===== src/srcr_defines.vh =====
// constants for the switch reset control register block
`ifndef SRCR_DEFINES_VH
`define SRCR_DEFINES_VH
`define SRCR_ADDR_W 12
`define SRCR_OFF_STATUS 12'h400
`define SRCR_OFF_CONTROL 12'h404
`define SRCR_ST_MERGE 19
`define SRCR_ST_LOCK_LO 20
`define SRCR_ST_LOCK_HI 22
`define SRCR_ST_MARK_LO 28
`define SRCR_ST_MARK_HI 31
`define SRCR_CT_FULL 0
`define SRCR_CT_WARM 1
`define SRCR_CT_HALT 2
`define SRCR_CT_UNLOCK 3
`define SRCR_CT_PWRB 4
`define SRCR_CT_NOLD 5
`define SRCR_CT_SKIPEE 6
`define SRCR_CT_STRICT 7
`define SRCR_LOCK_NONE 3'h0
`define SRCR_MARK_RST 4'h0
`define SRCR_ZERO32 32'h00000000
`define SRCR_BIT_CLR 1'h0
`define SRCR_BIT_SET 1'h1
`endif


===== src/srcr_switch_reset_control_regs.v =====
// switch status upper fields and switch control register
`timescale 1ns/10ps
`include "srcr_defines.vh"
module srcr_switch_reset_control_regs #(
    parameter LOCK_W = 3
) (
    input wire core_clk,
    input wire rst_n,
    input wire regWrite,
    input wire regRead,
    input wire [`SRCR_ADDR_W-1:0] regAddr,
    input wire [31:0] regWdata,
    output reg [31:0] regRdata,
    input wire pair_fourteen_fifteen_merge_strap,
    input wire [LOCK_W-1:0] upstream_lock_partner,
    input wire fundResetActive,
    input wire warmResetActive,
    input wire resetSeqDone,
    input wire eepromErrorSetHalt,
    input wire upstreamLinkDownEvt,
    output reg full_reset_trigger,
    output reg warm_reset_trigger,
    output reg hold_in_reset,
    output reg lockable_write_enable,
    output reg power_budget_write_enable,
    output reg no_warm_reset_on_link_down,
    output reg skip_eeprom_load_on_warm_reset,
    output reg force_strict_ordering,
    output reg linkDownWarmReset
);
    // captured strap and lock partner
    reg mergeStrap_reg;
    reg mergeStrap_next;
    reg [LOCK_W-1:0] lockPartner_reg;
    reg [LOCK_W-1:0] lockPartner_next;
    // software marker, sticky across hot reset
    reg [3:0] marker_reg;
    reg [3:0] marker_next;
    // next values of the control outputs
    reg fullTrig_next;
    reg warmTrig_next;
    reg hold_next;
    reg unlock_next;
    reg pwrUnlock_next;
    reg noLinkDown_next;
    reg skipLoad_next;
    reg strict_next;
    reg linkDownReset_next;
    reg [31:0] rdata_next;
    // assembled read words
    reg [31:0] statusWord;
    reg [31:0] controlWord;
    // decoded strobes
    wire ctlWr;
    wire stWr;
    wire ctlRd;
    wire stRd;
    wire anyReset;

    ////////////////////////////////////////////////////////////////////
    // true when a strobe hits the given register offset
    function hit;
        input strobe;
        input [`SRCR_ADDR_W-1:0] addr;
        input [`SRCR_ADDR_W-1:0] offset;
        begin
            hit = strobe && (addr == offset);
        end
    endfunction

    // new bit when enabled, otherwise keep the old one
    function take;
        input enable;
        input newBit;
        input oldBit;
        begin
            take = enable ? newBit : oldBit;
        end
    endfunction

    // register decode; unmapped offsets fall through and do nothing
    assign ctlWr = hit(regWrite, regAddr, `SRCR_OFF_CONTROL);
    assign stWr = hit(regWrite, regAddr, `SRCR_OFF_STATUS);
    assign ctlRd = hit(regRead, regAddr, `SRCR_OFF_CONTROL);
    assign stRd = hit(regRead, regAddr, `SRCR_OFF_STATUS);
    // either reset sequence counts as a reset operation in progress
    assign anyReset = fundResetActive || warmResetActive;

    ////////////////////////////////////////////////////////////////////
    // strap follows the pin only while fundamental reset runs, then holds
    always @* begin
        mergeStrap_next = take(fundResetActive, pair_fourteen_fifteen_merge_strap, mergeStrap_reg);
    end

    always @(posedge core_clk) begin
        if (!rst_n) begin
            mergeStrap_reg <= `SRCR_BIT_CLR;
        end else begin
            mergeStrap_reg <= mergeStrap_next;
        end
    end

    ////////////////////////////////////////////////////////////////////
    // lock partner is live status; one flop keeps the read path short
    always @* begin
        lockPartner_next = upstream_lock_partner;
    end

    always @(posedge core_clk) begin
        if (!rst_n) begin
            lockPartner_reg <= `SRCR_LOCK_NONE;
        end else begin
            lockPartner_reg <= lockPartner_next;
        end
    end

    ////////////////////////////////////////////////////////////////////
    // marker: only rst_n (fundamental) clears it, hot reset never touches it
    always @* begin
        marker_next = stWr ? regWdata[`SRCR_ST_MARK_HI:`SRCR_ST_MARK_LO] : marker_reg;
    end

    always @(posedge core_clk) begin
        if (!rst_n) begin
            marker_reg <= `SRCR_MARK_RST;
        end else begin
            marker_reg <= marker_next;
        end
    end

    ////////////////////////////////////////////////////////////////////
    // triggers are one-cycle pulses; writing zero starts nothing
    always @* begin
        fullTrig_next = ctlWr && regWdata[`SRCR_CT_FULL];
        warmTrig_next = ctlWr && regWdata[`SRCR_CT_WARM];
    end

    // back-to-back writes of one keep the pulse high; the sequencer restarts
    always @(posedge core_clk) begin
        if (!rst_n) begin
            full_reset_trigger <= `SRCR_BIT_CLR;
            warm_reset_trigger <= `SRCR_BIT_CLR;
        end else begin
            full_reset_trigger <= fullTrig_next;
            warm_reset_trigger <= warmTrig_next;
        end
    end

    ////////////////////////////////////////////////////////////////////
    // halt: eeprom error wins; writes count only while a sequence runs
    always @* begin
        if (eepromErrorSetHalt) begin
            hold_next = `SRCR_BIT_SET;
        end else begin
            hold_next = take(ctlWr && !resetSeqDone, regWdata[`SRCR_CT_HALT], hold_in_reset);
        end
    end

    always @(posedge core_clk) begin
        if (!rst_n) begin
            hold_in_reset <= `SRCR_BIT_CLR;
        end else begin
            hold_in_reset <= hold_next;
        end
    end

    ////////////////////////////////////////////////////////////////////
    // unlock forced on while either reset sequence runs so the eeprom load can write; rst_n clears it
    always @* begin
        if (anyReset) begin
            unlock_next = `SRCR_BIT_SET;
        end else begin
            unlock_next = take(ctlWr, regWdata[`SRCR_CT_UNLOCK], lockable_write_enable);
        end
    end

    // a write that lands during a reset is lost; software must rewrite
    always @(posedge core_clk) begin
        if (!rst_n) begin
            lockable_write_enable <= `SRCR_BIT_CLR;
        end else begin
            lockable_write_enable <= unlock_next;
        end
    end

    ////////////////////////////////////////////////////////////////////
    // power budget unlock is lockable: gated by the current unlock bit
    always @* begin
        pwrUnlock_next = take(ctlWr && lockable_write_enable, regWdata[`SRCR_CT_PWRB],
            power_budget_write_enable);
    end

    always @(posedge core_clk) begin
        if (!rst_n) begin
            power_budget_write_enable <= `SRCR_BIT_CLR;
        end else begin
            power_budget_write_enable <= pwrUnlock_next;
        end
    end

    ////////////////////////////////////////////////////////////////////
    // link-down hot reset disable; sticky, ignores warmResetActive
    always @* begin
        noLinkDown_next = take(ctlWr, regWdata[`SRCR_CT_NOLD], no_warm_reset_on_link_down);
    end

    always @(posedge core_clk) begin
        if (!rst_n) begin
            no_warm_reset_on_link_down <= `SRCR_BIT_CLR;
        end else begin
            no_warm_reset_on_link_down <= noLinkDown_next;
        end
    end

    ////////////////////////////////////////////////////////////////////
    // skip of the eeprom step in hot reset; sticky
    always @* begin
        skipLoad_next = take(ctlWr, regWdata[`SRCR_CT_SKIPEE], skip_eeprom_load_on_warm_reset);
    end

    always @(posedge core_clk) begin
        if (!rst_n) begin
            skip_eeprom_load_on_warm_reset <= `SRCR_BIT_CLR;
        end else begin
            skip_eeprom_load_on_warm_reset <= skipLoad_next;
        end
    end

    ////////////////////////////////////////////////////////////////////
    // strict ordering of all transactions; sticky
    always @* begin
        strict_next = take(ctlWr, regWdata[`SRCR_CT_STRICT], force_strict_ordering);
    end

    always @(posedge core_clk) begin
        if (!rst_n) begin
            force_strict_ordering <= `SRCR_BIT_CLR;
        end else begin
            force_strict_ordering <= strict_next;
        end
    end

    ////////////////////////////////////////////////////////////////////
    // link-down hot reset request, qualified by the disable bit
    always @* begin
        linkDownReset_next = upstreamLinkDownEvt && !no_warm_reset_on_link_down;
    end

    // a write of the disable bit takes effect from the next event on
    always @(posedge core_clk) begin
        if (!rst_n) begin
            linkDownWarmReset <= `SRCR_BIT_CLR;
        end else begin
            linkDownWarmReset <= linkDownReset_next;
        end
    end

    ////////////////////////////////////////////////////////////////////
    // status word; reserved bits stay zero
    always @* begin
        statusWord = `SRCR_ZERO32;
        statusWord[`SRCR_ST_MERGE] = mergeStrap_reg;
        statusWord[`SRCR_ST_LOCK_HI:`SRCR_ST_LOCK_LO] = lockPartner_reg;
        statusWord[`SRCR_ST_MARK_HI:`SRCR_ST_MARK_LO] = marker_reg;
    end

    // control word; trigger and reserved bits come back zero
    always @* begin
        controlWord = `SRCR_ZERO32;
        controlWord[`SRCR_CT_HALT] = hold_in_reset;
        controlWord[`SRCR_CT_UNLOCK] = lockable_write_enable;
        controlWord[`SRCR_CT_PWRB] = power_budget_write_enable;
        controlWord[`SRCR_CT_NOLD] = no_warm_reset_on_link_down;
        controlWord[`SRCR_CT_SKIPEE] = skip_eeprom_load_on_warm_reset;
        controlWord[`SRCR_CT_STRICT] = force_strict_ordering;
    end

    ////////////////////////////////////////////////////////////////////
    // read mux; a read in the same cycle as a write shows the old value
    always @* begin
        if (stRd) begin
            rdata_next = statusWord;
        end else if (ctlRd) begin
            rdata_next = controlWord;
        end else begin
            rdata_next = `SRCR_ZERO32;
        end
    end

    // registered read data, one cycle after the read strobe, then zero
    always @(posedge core_clk) begin
        if (!rst_n) begin
            regRdata <= `SRCR_ZERO32;
        end else begin
            regRdata <= rdata_next;
        end
    end
endmodule // srcr_switch_reset_control_regs


===== config.mk =====
export PLATFORM = sky130hd
export DESIGN_NAME = srcr_switch_reset_control_regs
export DESIGN_NICKNAME = d
export VERILOG_FILES = /design/src/srcr_switch_reset_control_regs.v
export VERILOG_INCLUDE_DIRS = /design/src
export SDC_FILE = /design/constraint.sdc
export NUM_CORES = 1
export LEC_CHECK = 0
export ABC_AREA = 1
export BUFFER_PORTS_ARGS = -buffer_cell sky130_fd_sc_hd__buf_4
export CAP_MARGIN = 30
export CORE_MARGIN = 5
export CORE_UTILIZATION = 35
export CTS_BUF_LIST = sky130_fd_sc_hd__clkbuf_8
export DETAILED_ROUTE_END_ITERATION = 8
export GPL_ROUTABILITY_DRIVEN = 0
export HOLD_SLACK_MARGIN = 0.03
export PLACE_DENSITY = 0.84
export SYNTH_ARGS = -nofsm -noshare
export SYNTH_HDL_FRONTEND = slang
export SYNTH_SLANG_ARGS = --single-unit

===== constraint.sdc =====
create_clock -name core_clk -period 2.4 [get_ports core_clk]
set_input_delay 0.48 -clock core_clk [delete_from_list [all_inputs] [get_ports core_clk]]
set_output_delay 0.48 -clock core_clk [all_outputs]
set_load 0.05 [all_outputs]

* Yosys cells after proc, flatten, opt, wreduce, memory -nomap -nowiden *
Cells that the tools add are included.

word-level totals
  output and inout bits = 41
  bits in registers = 49
  bits of input ports = 57

cells by class
  reduce and logical (&&, ||, !) cells = 16
  bitwise logic cells = 2
  mux-type cells = 6
  equality and inequality tests = 2

operators by type and width
  operator                number
  $mux W32                1
  $eq A12 B11 Y1 const B  2
  $logic_and A1 B1 Y1     9
  $mux W8                 1
  $mux W1                 4
  $reduce_bool A2 Y1      2
  $reduce_or A3 Y1        1
  $logic_not A1 Y1        2
  $not A1 Y1              2
  $reduce_or A2 Y1        1
  $logic_or A1 B1 Y1      1

* Longest topological paths before layout *
  depth in word-level cells = 5
  gate-level depth with buffers = 10
  mapped depth without buffers = 9

* Least setup slack after synthesis *
OpenSTA, ideal clock, no wires.

  path type = input to register
  start point = input regAddr[7]
  end point = register lockable_write_enable
  arrival = 1.238 ns
  buffers on the path = 1
  setup time = 0.109 ns
  stages = 9
  slack = 1.053 ns
  path through = nor2_1 > nand2_1 > nor2_4 > nand3_2 > buf_6 > nand2_2 > nand3_2 > nand2_1 > inv_1

on the way
  longest elaborated chain between the ends = 3

RTL lines
  what                                 RTL line                              text
  start, declared                      srcr_switch_reset_control_regs.v:11   input wire [`SRCR_ADDR_W-1:0] regAddr,
  $eq A12 B11 Y1                       srcr_switch_reset_control_regs.v:67   hit = strobe && (addr == offset);
  $logic_and A1 B1 Y1                  srcr_switch_reset_control_regs.v:67
  $reduce_bool A2 Y1 (no source line)  --
  end signal, assigned                 srcr_switch_reset_control_regs.v:180  lockable_write_enable <= `SRCR_BIT_CLR;
  end signal, assigned                 srcr_switch_reset_control_regs.v:182  lockable_write_enable <= unlock_next;
  end, declared                        srcr_switch_reset_control_regs.v:24   output reg lockable_write_enable,

Every way passes these cells.
A chain may end at the register's enable or synchronous reset.

* Final worst setup path *
  start point = input regAddr[9]
  end point = register power_budget_write_enable

on the way
  longest elaborated chain between the ends = 3

RTL lines
  what                  RTL line                              text
  $eq A12 B11 Y1        srcr_switch_reset_control_regs.v:67
  $logic_and A1 B1 Y1   srcr_switch_reset_control_regs.v:67
  $logic_and A1 B1 Y1   srcr_switch_reset_control_regs.v:189  pwrUnlock_next = take(ctlWr && lockable_write_enable, regWdata[`SRCR_CT_PWRB],
  end signal, assigned  srcr_switch_reset_control_regs.v:195  power_budget_write_enable <= `SRCR_BIT_CLR;
  end signal, assigned  srcr_switch_reset_control_regs.v:197  power_budget_write_enable <= pwrUnlock_next;
  end, declared         srcr_switch_reset_control_regs.v:25   output reg power_budget_write_enable,

Every way passes these cells.

==> flow_results.xml <==
<?xml version="1.0" encoding="UTF-8"?>
<metrics>
  <group name="layout">
    <metric name="fillerInstances" unit="">370</metric>
    <metric name="most-common-layout-cells" unit="">sky130_fd_sc_hd__buf_4 (59), sky130_fd_sc_hd__nor2_1 (33), sky130_fd_sc_hd__dfxtp_1 (31), sky130_fd_sc_hd__inv_1 (24), sky130_fd_sc_hd__nand2_1 (19)</metric>
    <metric name="largest_reg_flops" unit="">14</metric>
    <metric name="most_common_cell_after_layout_fill_and_taps_aside" unit="">sky130_fd_sc_hd__buf_4</metric>
    <metric name="final_layout_size_suffix_gt1_frac" unit="">0.370</metric>
    <metric name="finalCoreUtilization" unit="">0.505</metric>
    <metric name="nets" unit="">275</metric>
    <metric name="antenna_cells" unit="">0</metric>
    <metric name="area_growth" unit="%">41.9</metric>
  </group>
  <group name="routing">
    <metric name="antenna_left" unit="">0</metric>
    <metric name="routedWlPerCell" unit="µm">10.5</metric>
    <metric name="wirelength" unit="µm">2810</metric>
    <metric name="post_drt_via_cell_ratio" unit="">4.08</metric>
    <metric name="number_of_iterations_in_the_first_detailed_routing_pass" unit="">4</metric>
    <metric name="first_iter_violations" unit="">54</metric>
    <metric name="dr_total_vias" unit="">1089</metric>
    <metric name="met3RoutedLength" unit="µm">318</metric>
    <metric name="route.detailed.drc" unit="">0</metric>
    <metric name="top_routing_layer_in_use" unit="">met4</metric>
    <metric name="m1WireLength" unit="µm">1030</metric>
    <metric name="detailroute.wirelength.met2" unit="µm">1380</metric>
  </group>
  <group name="logic_synthesis">
    <metric name="syn-instance-count" unit="">155</metric>
    <metric name="synth.cell_area" unit="µm²">1270</metric>
    <metric name="synth_cell_type_count" unit="">23</metric>
    <metric name="synth_top_cell_area_share" unit="">0.488</metric>
    <metric name="netlist.top_cell.by_area" unit="">sky130_fd_sc_hd__dfxtp_1</metric>
    <metric name="ys_seq_elements" unit="">31</metric>
    <metric name="syn_avg_cell_area" unit="µm²">8.21</metric>
    <metric name="post_synthesis_sequential_area_ratio" unit="">0.488</metric>
    <metric name="yosys_warnings" unit="">0</metric>
    <metric name="cells_taking_the_most_area_after_synthesis" unit="">sky130_fd_sc_hd__dfxtp_1 (49%), sky130_fd_sc_hd__buf_4 (11%), sky130_fd_sc_hd__nor2_1 (9.7%), sky130_fd_sc_hd__inv_1 (7.1%), sky130_fd_sc_hd__nand2_1 (5.6%)</metric>
  </group>
  <group name="floorplanning">
    <metric name="die_w" unit="µm">70.3</metric>
    <metric name="placeableCoreArea" unit="µm²">3580</metric>
    <metric name="die-area" unit="µm²">4940</metric>
    <metric name="floorplan.die.height" unit="µm">70.3</metric>
    <metric name="top_level_ports" unit="">98</metric>
    <metric name="fp-row-count" unit="">22</metric>
    <metric name="initial_utilization" unit="">0.356</metric>
  </group>
  <group name="power_and_ir_drop">
    <metric name="power_per_cell_area" unit="nW/µm²">666</metric>
    <metric name="total_leakage_power" unit="nW">0.909</metric>
    <metric name="p_total" unit="mW">1.20</metric>
    <metric name="power.ir.vdd_worst" unit="mV">0.223</metric>
  </group>
  <group name="critical_path">
    <metric name="slowest_delay" unit="ns">0.26</metric>
    <metric name="timing.critical_path.slowest_stage_cell" unit="">sky130_fd_sc_hd__nand3_2</metric>
    <metric name="crit_top_cell" unit="">sky130_fd_sc_hd__nand3_2</metric>
    <metric name="path_class" unit="">input port to flip-flop</metric>
    <metric name="worst-endpoint-arrival" unit="ns">1.62</metric>
    <metric name="critical_path.reg2reg.startpoint" unit="">lockable_write_enable$_SDFFE_PN0P_</metric>
    <metric name="setup.worst_path.start" unit="">regAddr[9]</metric>
    <metric name="crit_chain" unit="">buf_4 -&gt; nor2_2 -&gt; nand3_2 -&gt; nor2_4 -&gt; nand3_2 -&gt; o21ai_0 -&gt; nand2_1 -&gt; nor2_1</metric>
    <metric name="critical_path_peak_fanout" unit="">11</metric>
    <metric name="startpoint_type" unit="">input port</metric>
    <metric name="crit_required" unit="ns">2.62</metric>
    <metric name="crit_path_end_kind" unit="">flip-flop</metric>
  </group>
  <group name="grt">
    <metric name="grt_start_max_net_pins" unit="">17</metric>
    <metric name="number_of_global_route_vias_before_repair" unit="">1057</metric>
    <metric name="grt_antenna_before_repair" unit="">0</metric>
    <metric name="wire_length_of_the_first_global_routing_pass" unit="µm">4510</metric>
    <metric name="grt_remaining_overflow" unit="">0</metric>
    <metric name="grt.total_usage" unit="">0.118</metric>
  </group>
  <group name="placed_design">
    <metric name="detailedPlacementHpwl" unit="µm">2220</metric>
    <metric name="numPortBuffers" unit="">59</metric>
  </group>
  <group name="min_path">
    <metric name="hold_path.class" unit="">input port to flip-flop</metric>
    <metric name="hold_path.startpoint" unit="">upstream_lock_partner[2]</metric>
  </group>
  <group name="sta">
    <metric name="timing.final.crit_period" unit="ns">1.39</metric>
    <metric name="min_period_over_period" unit="">0.579</metric>
    <metric name="finalMaxSlewViolations" unit="">0</metric>
    <metric name="rsz0062_at_grt" unit="">no</metric>
    <metric name="worst_hold_slack" unit="ns">0.375</metric>
    <metric name="max_freq" unit="MHz">719</metric>
    <metric name="hold_violations" unit="">0</metric>
    <metric name="fin_setup_tns" unit="ns">0</metric>
    <metric name="setup-violations-final" unit="">0</metric>
    <metric name="clock_skew" unit="ns">0.00403</metric>
  </group>
  <group name="clocking">
    <metric name="cts_max_path_buffers" unit="">2</metric>
    <metric name="post-cts-setup-buffer-count" unit="">0</metric>
    <metric name="worstSkewPairLatency" unit="ns">0.28</metric>
    <metric name="tritoncts_clock_tree" unit="">done</metric>
    <metric name="cts-hold-fix-buffers" unit="">0</metric>
    <metric name="sink_count" unit="">31</metric>
    <metric name="clockRootBuffer" unit="">sky130_fd_sc_hd__clkbuf_8</metric>
    <metric name="htreeDepth" unit="">2</metric>
    <metric name="clk_pin_slew" unit="ns">0.06</metric>
    <metric name="post_cts_resize_count" unit="">0</metric>
    <metric name="number_of_buffers_added_by_the_clock_tree_synthesis_step" unit="">5</metric>
  </group>
  <group name="flow_run">
    <metric name="max_cap_viol_count" unit="">0</metric>
  </group>
  <group name="status">
    <metric name="outcome" unit="">complete, no violations</metric>
  </group>
</metrics>
[per-stage QoR]
step / cell area (µm²) / std cells / setup slack, ns
floorplan: 1340 / 172 / 1.05
global placement: 1690 / 259 / 0.728
detailed placement: 1690 / 259 / 0.703
CTS: 1810 / 267 / 0.997
global route: 1810 / 267 / 0.847
finish: 1810 / 267 / 1.01
[per-layer routing]
layer | vias to the layer above | track usage
li1 | 553 | -
met1 | 472 | 0.122
met2 | 57 | 0.199
met3 | 7 | 0.0360
met4 | 0 | 0.0894
met5 | - | 0
[synth_stat cells (all sizes together)]
library cell and instances:
a21oi 5, buf 20, conb 1, dfxtp 31, inv 25, nand2 20, nand3 5, nand4 4
nor2 35, nor3 1, nor3b 2, nor4 1, o21ai 4, or2 1
[layout make-up]
| type | instances | area (µm²) | area share |
|---|---|---|---|
| inverter | 25 | 93.8 | 0.0520 |
| clock buffer | 6 | 82.6 | 0.0457 |
| tap | 48 | 60.1 | 0.0333 |
| multi-input combinational | 96 | 470 | 0.261 |
| clock inverter | 2 | 35.0 | 0.0194 |
| timing repair buffer | 59 | 443 | 0.245 |
| sequential | 31 | 621 | 0.344 |
[kinds of logic (layout without fill, tap and decap cells)]
group | Yosys count | count (layout) | share of synthesized area
compound gates | 9 | 9 | 0.0354
simple gates | 69 | 69 | 0.281
flops | 31 | 31 | 0.488
other cells | 1 | 18 | 0.00295
buf+inv | 45 | 92 | 0.193
[power breakdown]
| part | total, mW | internal, mW | switching [mW] |
|---|---|---|---|
| Sequential | 0.524 | 0.521 | 0.00278 |
| Clock | 0.522 | 0.335 | 0.186 |
| Combinational | 0.157 | 0.0514 | 0.106 |
[worst paths after layout]
| check | end | slack, ns | cells after the start |
|---|---|---|---|
| min | lockPartner_reg[2]$_SDFF_PN0_ | 0.37 | 3 |
| max | power_budget_write_enable$_SDFFE_PN0P_ | 1.01 | 8 |
| max reg2reg | power_budget_write_enable$_SDFFE_PN0P_ | 1.59 | 4 |
| min reg2reg | regRdata[22]$_SDFF_PN0_ | 0.41 | 2 |
[critical path: cells and delay by family]
kind	cells	cell delay [ns]
AND/OR/NAND/NOR	6	0.79
AO/OA/AOI/OAI	1	0.24
buffers and inverters	1	0.11
Note: power is estimated with default switching activity, not from simulation.
